`src/rpoc_consts.vh`:
```
// Constants of the receive overhead and clock port block.
`ifndef RPOC_CONSTS_VH
`define RPOC_CONSTS_VH

// Register byte offsets on the APB.
`define RPOC_CTRL_ADDR      12'h000
`define RPOC_STAT_ADDR      12'h004

// Control register field positions.
`define RPOC_MODE_LSB       0
`define RPOC_MODE_MSB       2
`define RPOC_PINS_EN_BIT    3
`define RPOC_CLK_SEL_BIT    4
`define RPOC_INV_OHDAT_BIT  5
`define RPOC_INV_RCLK_BIT   6
`define RPOC_INV_GCLK_BIT   7
`define RPOC_INV_OHCLK_BIT  8
`define RPOC_CTRL_MASK      32'h0000_01ff
`define RPOC_CTRL_RESET     32'h0000_0000

// Framing modes.
`define RPOC_MODE_DS3       3'h0
`define RPOC_MODE_E3        3'h1
`define RPOC_MODE_DS3_PLCP  3'h2
`define RPOC_MODE_E3_PLCP   3'h3
`define RPOC_MODE_CC52      3'h4
`define RPOC_MODE_EXT_FRAC  3'h5
`define RPOC_MODE_INT_FRAC  3'h6
`define RPOC_MODE_FLEX_FRAC 3'h7

// Shared clock pin functions.
`define RPOC_FN_NONE        2'h0
`define RPOC_FN_RCLK        2'h1
`define RPOC_FN_GCLK        2'h2
`define RPOC_FN_OHCLK       2'h3

// Framer rising edges per half period of the overhead clock.
`define RPOC_OH_HALF_DIV    8
// Overhead FIFO geometry: bit plus start flag, eight entries.
`define RPOC_FIFO_WIDTH     2
`define RPOC_FIFO_DEPTH     8

`endif

```
`src/rpoc_port.v`:
```
// Receive overhead port, shared clock pin and its overhead FIFO.
`timescale 1ns/1ns
`include "rpoc_consts.vh"

module rpoc_fifo #(
    parameter WIDTH = `RPOC_FIFO_WIDTH,
    parameter DEPTH = `RPOC_FIFO_DEPTH,
    parameter AW    = 3
) (
    // Clock and control.
    input  wire             mclk,
    input  wire             rst,
    input  wire             ce,
    // Fill side.
    input  wire             in_valid,
    output wire             in_ready,
    input  wire [WIDTH-1:0] in_data,
    // Drain side.
    output wire             out_valid,
    input  wire             out_ready,
    output wire [WIDTH-1:0] out_data,
    // Fill level.
    output wire [AW:0]      level
);
    reg [WIDTH-1:0] mem_ff [0:DEPTH-1];
    reg [AW-1:0]    wr_ff;
    reg [AW-1:0]    rd_ff;
    reg [AW:0]      cnt_ff;
    wire            push;
    wire            pop;
    genvar          gi;

    assign in_ready  = (cnt_ff != DEPTH[AW:0]);
    assign out_valid = (cnt_ff != {(AW+1){1'b0}});
    assign push      = in_valid & in_ready;
    assign pop       = out_valid & out_ready;
    assign out_data  = mem_ff[rd_ff];
    assign level     = cnt_ff;

    generate
        for (gi = 0; gi < DEPTH; gi = gi + 1) begin : g_ent
            always @(posedge mclk) begin
                if (ce && push && wr_ff == gi[AW-1:0]) begin
                    mem_ff[gi] <= in_data;
                end
            end
        end
    endgenerate

    always @(posedge mclk) begin
        if (rst) begin
            wr_ff  <= {AW{1'b0}};
            rd_ff  <= {AW{1'b0}};
            cnt_ff <= {(AW+1){1'b0}};
        end else if (ce) begin
            if (push) begin
                wr_ff <= wr_ff + 1'b1;
            end
            if (pop) begin
                rd_ff <= rd_ff + 1'b1;
            end
            if (push && !pop) begin
                cnt_ff <= cnt_ff + 1'b1;
            end else if (pop && !push) begin
                cnt_ff <= cnt_ff - 1'b1;
            end
        end
    end
endmodule // rpoc_fifo

module rpoc_port #(
    parameter OH_HALF_DIV = `RPOC_OH_HALF_DIV
) (
    // Clock, reset and clock enable.
    input  wire        mclk,
    input  wire        rst,
    input  wire        ce,
    // APB register slave.
    input  wire        psel,
    input  wire        penable,
    input  wire        pwrite,
    input  wire [11:0] paddr,
    input  wire [31:0] pwdata,
    output reg  [31:0] prdata,
    output wire        pready,
    output wire        pslverr,
    // Internal receive framer clock and its per-bit qualifiers.
    input  wire        rx_framer_clk,
    input  wire        rx_bit_is_overhead,
    input  wire        rx_frac_oh_en_in,
    // Overhead bit stream from the PLCP framer.
    input  wire        oh_in_valid,
    output wire        oh_in_ready,
    input  wire        oh_in_bit,
    input  wire        oh_in_first,
    // Port pins.
    output reg         rx_clk_pin,
    output reg         rx_overhead_data_out,
    output reg         rx_overhead_start_marker,
    output reg         rx_payload_data_enable,
    output reg         rx_fractional_overhead_enable_out
);
    reg  [31:0] ctrl_ff;
    reg  [2:0]  fclk_sync_ff;
    reg         ovh_s1_ff;
    reg         ovh_s2_ff;
    reg         frac_s1_ff;
    reg         frac_s2_ff;
    reg  [7:0]  div_cnt_ff;
    reg         ohclk_ff;
    reg  [1:0]  fn_ff;
    reg  [1:0]  nxt_fn;
    reg         nxt_pin;
    wire        fclk;
    wire        fclk_rise;
    wire [2:0]  mode;
    wire        pins_en;
    wire        clk_sel_gated;
    wire        plcp_mode;
    wire        ext_timing;
    wire        plain_framed;
    wire        gate_en;
    wire        oh_fall;
    reg         oh_fall_ff;
    wire        oh_shift;
    wire        fifo_valid;
    wire [1:0]  fifo_data;
    wire [3:0]  fifo_level;
    wire        apb_wr;
    wire        apb_rd;
    wire        addr_ok;

    assign mode          = ctrl_ff[`RPOC_MODE_MSB:`RPOC_MODE_LSB];
    assign pins_en       = ctrl_ff[`RPOC_PINS_EN_BIT];
    assign clk_sel_gated = ctrl_ff[`RPOC_CLK_SEL_BIT];
    assign plcp_mode     = (mode == `RPOC_MODE_DS3_PLCP) ||
                           (mode == `RPOC_MODE_E3_PLCP);
    assign ext_timing    = (mode == `RPOC_MODE_EXT_FRAC) ||
                           (mode == `RPOC_MODE_FLEX_FRAC);
    assign plain_framed  = (mode == `RPOC_MODE_DS3) ||
                           (mode == `RPOC_MODE_E3);

    // The registers answer in the access cycle, so pready is tied high.
    assign pready  = 1'b1;
    assign addr_ok = (paddr == `RPOC_CTRL_ADDR) ||
                     (paddr == `RPOC_STAT_ADDR);
    assign pslverr = psel & penable & ~addr_ok;
    assign apb_wr  = psel & penable & pwrite;
    assign apb_rd  = psel & ~penable & ~pwrite;

    always @(posedge mclk) begin
        if (rst) begin
            ctrl_ff <= `RPOC_CTRL_RESET;
            prdata  <= 32'h0000_0000;
        end else if (ce) begin
            if (apb_wr && paddr == `RPOC_CTRL_ADDR) begin
                ctrl_ff <= pwdata & `RPOC_CTRL_MASK;
            end
            // Read data is loaded in the setup cycle and stands in access.
            if (apb_rd) begin
                case (paddr)
                    `RPOC_CTRL_ADDR: prdata <= ctrl_ff;
                    `RPOC_STAT_ADDR: prdata <= {24'h00_0000, fn_ff, ohclk_ff,
                                                1'b0, fifo_level};
                    default:         prdata <= 32'h0000_0000;
                endcase
            end
        end
    end

    // The framer clock arrives from another domain; stage 0 feeds only
    // stage 1, and the edge detector looks at stages 1 and 2 alone.
    // The copy lags by one to two system cycles and its edges are
    // quantised to the system clock, which bounds the usable line rate.
    always @(posedge mclk) begin
        if (rst) begin
            fclk_sync_ff <= 3'h0;
            ovh_s1_ff    <= 1'b0;
            ovh_s2_ff    <= 1'b0;
            frac_s1_ff   <= 1'b0;
            frac_s2_ff   <= 1'b0;
        end else if (ce) begin
            fclk_sync_ff <= {fclk_sync_ff[1:0], rx_framer_clk};
            ovh_s1_ff    <= rx_bit_is_overhead;
            ovh_s2_ff    <= ovh_s1_ff;
            frac_s1_ff   <= rx_frac_oh_en_in;
            frac_s2_ff   <= frac_s1_ff;
        end
    end

    assign fclk      = fclk_sync_ff[1];
    assign fclk_rise = fclk_sync_ff[1] & ~fclk_sync_ff[2];

    // Bit qualifiers are taken once per framer bit, on its rising edge.
    always @(posedge mclk) begin
        if (rst) begin
            rx_payload_data_enable            <= 1'b0;
            rx_fractional_overhead_enable_out <= 1'b0;
        end else if (ce && fclk_rise) begin
            rx_payload_data_enable            <= ~ovh_s2_ff;
            rx_fractional_overhead_enable_out <= frac_s2_ff;
        end
    end

    // Internal fractional mode gates on the fractional overhead enable.
    assign gate_en = (mode == `RPOC_MODE_INT_FRAC) ?
                     rx_fractional_overhead_enable_out :
                     rx_payload_data_enable;

    // Overhead clock: a divider on framer edges, held low outside PLCP.
    always @(posedge mclk) begin
        if (rst) begin
            div_cnt_ff <= 8'h00;
            ohclk_ff   <= 1'b0;
        end else if (ce) begin
            if (!(plcp_mode && pins_en)) begin
                div_cnt_ff <= 8'h00;
                ohclk_ff   <= 1'b0;
            end else if (fclk_rise) begin
                if (div_cnt_ff == OH_HALF_DIV[7:0] - 8'h01) begin
                    div_cnt_ff <= 8'h00;
                    ohclk_ff   <= ~ohclk_ff;
                end else begin
                    div_cnt_ff <= div_cnt_ff + 8'h01;
                end
            end
        end
    end

    assign oh_fall = ohclk_ff & fclk_rise & plcp_mode & pins_en &
                     (div_cnt_ff == OH_HALF_DIV[7:0] - 8'h01);

    // The pin copies the divider one cycle late, so the pop waits a cycle
    // and data move on the very edge at which the pin itself falls.
    always @(posedge mclk) begin
        if (rst) begin
            oh_fall_ff <= 1'b0;
        end else if (ce) begin
            oh_fall_ff <= oh_fall;
        end
    end

    assign oh_shift = oh_fall_ff & plcp_mode & pins_en;

    // One overhead bit leaves the FIFO per falling overhead clock edge,
    // so the FIFO fills and stalls the PLCP framer through oh_in_ready.
    rpoc_fifo #(
        .WIDTH (`RPOC_FIFO_WIDTH),
        .DEPTH (`RPOC_FIFO_DEPTH),
        .AW    (3)
    ) u_fifo (
        .mclk      (mclk),
        .rst       (rst),
        .ce        (ce),
        .in_valid  (oh_in_valid),
        .in_ready  (oh_in_ready),
        .in_data   ({oh_in_first, oh_in_bit}),
        .out_valid (fifo_valid),
        .out_ready (oh_shift),
        .out_data  (fifo_data),
        .level     (fifo_level)
    );

    // Data and marker move with the falling edge so that the far end,
    // which samples on the rising edge, sees half a period of setup.
    // An empty FIFO repeats the last bit with the marker low.
    always @(posedge mclk) begin
        if (rst) begin
            rx_overhead_data_out     <= 1'b0;
            rx_overhead_start_marker <= 1'b0;
        end else if (ce && oh_shift) begin
            if (fifo_valid) begin
                rx_overhead_data_out     <= fifo_data[0] ^
                    ctrl_ff[`RPOC_INV_OHDAT_BIT];
                rx_overhead_start_marker <= fifo_data[1];
            end else begin
                rx_overhead_start_marker <= 1'b0;
            end
        end
    end

    // Pin function by mode and selection, PLCP taking precedence.
    always @* begin
        nxt_fn = `RPOC_FN_NONE;
        if (plcp_mode && pins_en) begin
            nxt_fn = `RPOC_FN_OHCLK;
        end else if (clk_sel_gated) begin
            if (pins_en && ((mode == `RPOC_MODE_INT_FRAC) || plain_framed)) begin
                nxt_fn = `RPOC_FN_GCLK;
            end
        end else if (ext_timing || pins_en) begin
            nxt_fn = `RPOC_FN_RCLK;
        end
    end

    always @* begin
        case (nxt_fn)
            // The ungated copy follows the framer clock, so its rate is
            // that of the mode the framer clock runs at.
            `RPOC_FN_RCLK:  nxt_pin = fclk ^
                ctrl_ff[`RPOC_INV_RCLK_BIT];
            `RPOC_FN_GCLK:  nxt_pin = (fclk & gate_en) ^
                ctrl_ff[`RPOC_INV_GCLK_BIT];
            `RPOC_FN_OHCLK: nxt_pin = ohclk_ff ^
                ctrl_ff[`RPOC_INV_OHCLK_BIT];
            default:        nxt_pin = 1'b0;
        endcase
    end

    always @(posedge mclk) begin
        if (rst) begin
            fn_ff      <= `RPOC_FN_NONE;
            rx_clk_pin <= 1'b0;
        end else if (ce) begin
            fn_ff      <= nxt_fn;
            rx_clk_pin <= nxt_pin;
        end
    end
endmodule // rpoc_port

```
`config.mk`:
```
export PLATFORM = sky130hd
export DESIGN_NAME = rpoc_port
export DESIGN_NICKNAME = d
export VERILOG_FILES = /design/src/rpoc_port.v
export VERILOG_INCLUDE_DIRS = /design/src
export SDC_FILE = /design/constraint.sdc
export NUM_CORES = 1
export LEC_CHECK = 0
export BUFFER_PORTS_ARGS = -buffer_cell sky130_fd_sc_hd__buf_2
export CORE_MARGIN = 5
export CORE_UTILIZATION = 45
export CTS_CLUSTER_DIAMETER = 30
export CTS_CLUSTER_SIZE = 20
export DETAILED_ROUTE_END_ITERATION = 8
export GPL_ROUTABILITY_DRIVEN = 0
export GPL_TIMING_DRIVEN = 0
export PLACE_DENSITY = 0.71
export RECOVER_POWER = 25
export SLEW_MARGIN = 25
export SYNTH_ARGS = -nofsm -noshare
export SYNTH_HDL_FRONTEND = slang
export SYNTH_SLANG_ARGS = --single-unit
```
`constraint.sdc`:
```
create_clock -name mclk -period 4.7 [get_ports mclk]
set_input_delay 0.94 -clock mclk [delete_from_list [all_inputs] [get_ports mclk]]
set_output_delay 0.94 -clock mclk [all_outputs]
set_load 0.02 [all_outputs]
```
---- Word-level counts from Yosys, hierarchy flattened ----
Memory sizes are Yosys's and may differ from the RTL's. A register that Yosys moved wholly into a read port is not among the register bits.
Index checks and enable logic that the tools add are counted.
storage, ports and cells
  bits in latches ......................... 0
  memories kept ........................... 1
  bits in writable memories ............... 16
  output and inout port bits .............. 40
  bits in read-only memories .............. 0
  register bits after elaboration ......... 75
  bits of input ports ..................... 56
memory list
  memory         words  bits a word  rd ports  clocked after Yosys merged registers in  write ports  line            source
  u_fifo.mem_ff  8      2            1         1                                        1            rpoc_port.v:25  reg [WIDTH-1:0] mem_ff [0:DEPTH-1];
operators by class
  equal/unequal tests ..................... 21
  shifts and indexed selects .............. 0
  add/sub/neg operators ................... 5
  multiplexer cells ....................... 55
  reductions and logical operators ........ 44
  $mul .................................... 0
  bitwise operators ....................... 25
  div/mod/pow operators ................... 0
  magnitude comparators ................... 0
operator list
  operator                                                                count
  1-bit two-way mux                                                       29
  3-bit two-way mux                                                       9
  8-bit two-way mux                                                       3
  3-bit equality test, second input constant                              7
  2-bit two-way mux                                                       10
  9-bit one-hot mux with 2 select lines                                   1
  1-bit logical AND                                                       16
  1-bit AND                                                               15
  2-bit AND reduction                                                     7
  2-bit OR reduction                                                      7
  12-bit by 3-bit equality test with 1-bit output, second input constant  1
  3-bit by 2-bit equality test with 1-bit output, second input constant   4
  12-bit zero test                                                        1
  8-bit by 1-bit adder with 8-bit output, second input constant           1
  8-bit by 3-bit equality test with 1-bit output, second input constant   1
  4-bit two-way mux                                                       2
  3-bit by 1-bit adder with 3-bit output, second input constant           2
  3-bit by 1-bit equality test with 1-bit output, second input constant   2
  3-bit zero test                                                         2
  1-bit logical OR                                                        6
  1-bit inverter                                                          6
  4-bit by 1-bit adder with 4-bit output, second input constant           1
  2-bit equality test, second input constant                              2
  4-bit != test, second input constant                                    1
  other kinds (10)                                                        14

---- Logic depth before layout (Yosys ltp) ----
  word-level depth ........................ 14
  depth in mapped cells ................... 12
  gate-level depth less buffers ........... 11

---- By module ----
Synthesis repeated with hierarchy kept, for this count alone.
unflattened totals
  cells, all modules ...................... 350
  area total of the unflattened synthesis .. 3553.4 µm²
modules (own cells, without submodules)
  module     cells an instance  area an instance (µm²)  times used  seq. area each (µm²)
  rpoc_port  253                2228.4                  1           840.8
  rpoc_fifo  97                 1325.0                  1           740.7

---- Worst setup path before layout ----
OpenSTA, ideal clock, no wires.
  path type ............................... input port to output port
  start ................................... input paddr[5]
  end ..................................... output pslverr
  required time ........................... 3760 ps
  stages .................................. 3
  data arrival time ....................... 1675 ps
  path slack .............................. 2085 ps
  cells stage by stage .................... nor4_1 -> nand3_1 -> and3_1
on the way
  word-level cells in the longest chain between the ends .. 4
  elaborated cells between the ends (all ways) .. 5
  those cells by class .................... eq/ne (1); bitwise (2); reduce/logical (2)
ends and longest elaborated chain
  item                                                                                 line             source
  start: declaration                                                                   rpoc_port.v:82   input wire [11:0] paddr,
  12-bit by 3-bit equality test with 1-bit output or 12-bit zero test (tied branches)  n/a
  1-bit logical OR *                                                                   rpoc_port.v:145  assign addr_ok = (paddr == `RPOC_CTRL_ADDR) ||
  1-bit inverter *                                                                     rpoc_port.v:147  assign pslverr = psel & penable & ~addr_ok;
  1-bit AND *                                                                          rpoc_port.v:147
  end: declaration                                                                     rpoc_port.v:86   output wire pslverr,
Every way passes the cells marked *; elsewhere a longest branch is shown, timed or not.

---- Worst setup path in the final report ----
  start ................................... input paddr[9]
  end ..................................... output pslverr
The elaborated chain is that of the path after synthesis.

==> metrics <==
outcome finished, final reports clean; proportion of layout cells with a drive suffix above 1 24.2%; Clock Path Buffers 2; Routed wire per std cell 13.5 um; Synth Area per Inst 10.1 sq um; CP required 3.76 ns; Worst setup EP type output pin; Post-CTS Hold Buffers 0; Post-Synth Simple-Gate Area 17.7%; Ys Warns 0; critical path class primary input to output pin; EDFF count, synth 16; setup TNS 0 ns; setup repair bufs after CTS 0; Static Leak 1.68 nW; Data arrival, critical path 1.96 ns; Nets 485; Antenna diodes 0; htree depth 3; total grt overflow 0; overall global routing resource usage 15.7%; Via density 4.88; vias in the first global route 2423; first-pass GRT wire length 12000 um; largest net degree at the start of global routing 13; synthesized area 0.00340 sq mm; total core area 0.00729 sq mm; commonest non-fill, non-tap cell in the layout dfxtp_1; count of different cell masters after synthesis 50; Die X-Extent 97.0 um; DRT Wirelength 7040 um; Final Util 55.0%; minimum clock period 2.90 ns; clock skew 0.0110 ns; largest family of logic cells by synthesized area simple AND/OR/NAND/NOR gates; ANT nets after route 0; peak supply drop 0.166 mV; Via Count 2544; synth-to-layout area growth 17.9%; max-cap violations 0; Synth Register Bits 71; worst skew pair latency 0.35 ns; complex-gate fraction of the synthesized area 7.24%; most frequent cells in the layout dfxtp_1 (55), nor2_1 (53), buf_2 (47); CTS tree built; top_reg_cell synth dfxtp_1; RSZ-0062 raised after global routing no; first drt pass iteration count 5; Slew @ Worst Pin 0.616 ns; Cells after Synth 338; drt drc 0; Fillers 665; R2R Setup Slk 2.19 ns; crit path launch type primary input; final setup fails 0; clock sinks 71; Final Cycle Share 61.6%; die area 0.00941 sq mm; port bufs 46; max-slew violation count 0; post-DP HPWL 5400 um; mux share of post-synthesis cell area 12.0%; cell area power density 309 mW/mm^2; Seq/Total Area, Yosys 46.5%; Hold/Removal Path Class flip-flop to flip-flop; initial DRC count 117; final hold violation count 0; initial core utilization 46.7%; Post-Synth Adder-Cell Area 4.63%; initial antenna violation count 0; CTS Buf Count 9; Max Clk Rate 345 MHz; Synth Area in XOR/XNOR 3.60%; Std-Cell Rows 31; die height 97.0 um; CP max FO 4; clk slew on worst S/H paths 0.07 ns; Slew HR 58.9%; Ports 96; Async SR Flop Fraction 0%; CTS resizes 0; CTS root buf clkbuf_8
[worst paths after layout]
check                            to       startpoint  depth (start not counted)
max reg2reg         u_fifo.level[3]  u_fifo.level[0]                         10
min reg2reg  rx_payload_data_enable        ovh_s2_ff                          1
min          rx_payload_data_enable        ovh_s2_ff                          1
max                         pslverr         paddr[9]                          5
[where the power goes]
| part | leakage [nW] | switching [mW] | internal [mW] |
|---|---|---|---|
| clock | 0.0960 | 0.230 | 0.243 |
| sequential | 0.589 | 0.0106 | 0.633 |
| combinational | 0.990 | 0.0691 | 0.0519 |
[synthesized netlist by cell type (all sizes together) (2+ instances only)]
master  count  area, sq um
a211oi      4         30.0
a21oi      13         68.8
a22oi       7         52.6
and2        4         25.0
and3        9         56.3
and3b       2         17.5
buf        32          220
clkbuf      6         22.5
conb        2         7.51
dfxtp      55         1100
edfxtp     16          480
ha         11          138
inv         9         33.8
mux2        7         78.8
mux2i      24          240
mux4        4         90.1
nand2      14         55.1
nand3      10         50.1
nand3b      3         22.5
nand4       3         25.0
nor2       54          210
nor2b       2         12.5
nor3        6         41.3
nor4        4         25.0
o21ai       6         30.0
or3         3         18.8
or4         2         18.8
xnor2      11         96.3
xor2        3         26.3
[logic make-up after synthesis]
kind of cell	after synthesis
other cells	2
flops	71
xor+xnor	14
buf+inv	47
compound gates	38
fa+ha+maj	12
simple gates	119
mux	35
[flip-flops by register name, summed over array words and instances (netlist names), 2 cells and up, named ones only]
signal / cells
u_fifo.level: 4
u_fifo.wr_ff: 3
fn_ff: 2
div_cnt_ff: 8
ctrl_ff: 9
u_fifo.rd_ff: 3
prdata: 9
fclk_sync_ff: 3
u_fifo.mem_ff: 16
[layout make-up]
type                    instances  area [sq um]  share of cell area, %
flip-flops and latches         71          1580                   39.4
repair buffers                 46           226                   5.64
plain buffers                  38           238                   5.92
clock inverters                 6          61.3                   1.53
inverters                       9          33.8                  0.842
clock buffers                  10           128                   3.18
multi-input cells             242          1620                   40.4
well taps                      99           124                   3.09
[routing by layer]
metal,wire length (um),up-vias,global-route usage [%]
met5,0,-,0
met4,115,0,6.80
met3,372,11,4.96
met2,3400,54,25.1
met1,3150,1187,19.6
li1,-,1292,-
[stage by stage]
stage / std cells / power [mW] / hold slack (ns) / instance area, sq um / setup WS, ns
3_5_place_dp: 505 / 0.781 / 0.425 / 3840 / 1.80
6_report: 521 / 1.24 / 0.437 / 4010 / 1.80
5_1_grt: 521 / 1.30 / 0.467 / 4010 / 1.74
2_1_floorplan: 360 / 0.745 / 0.413 / 3490 / 2.08
4_1_cts: 521 / 1.25 / 0.439 / 4030 / 1.79
3_3_place_gp: 505 / 0.777 / 0.425 / 3840 / 1.81
[worst max-delay path, stage by stage]
cell     delay, ns
buf_2         0.09
nor4_1        0.27
nand3_1       0.24
and3_1        0.26
buf_2         0.16
Power figures use the tool's default switching activity.
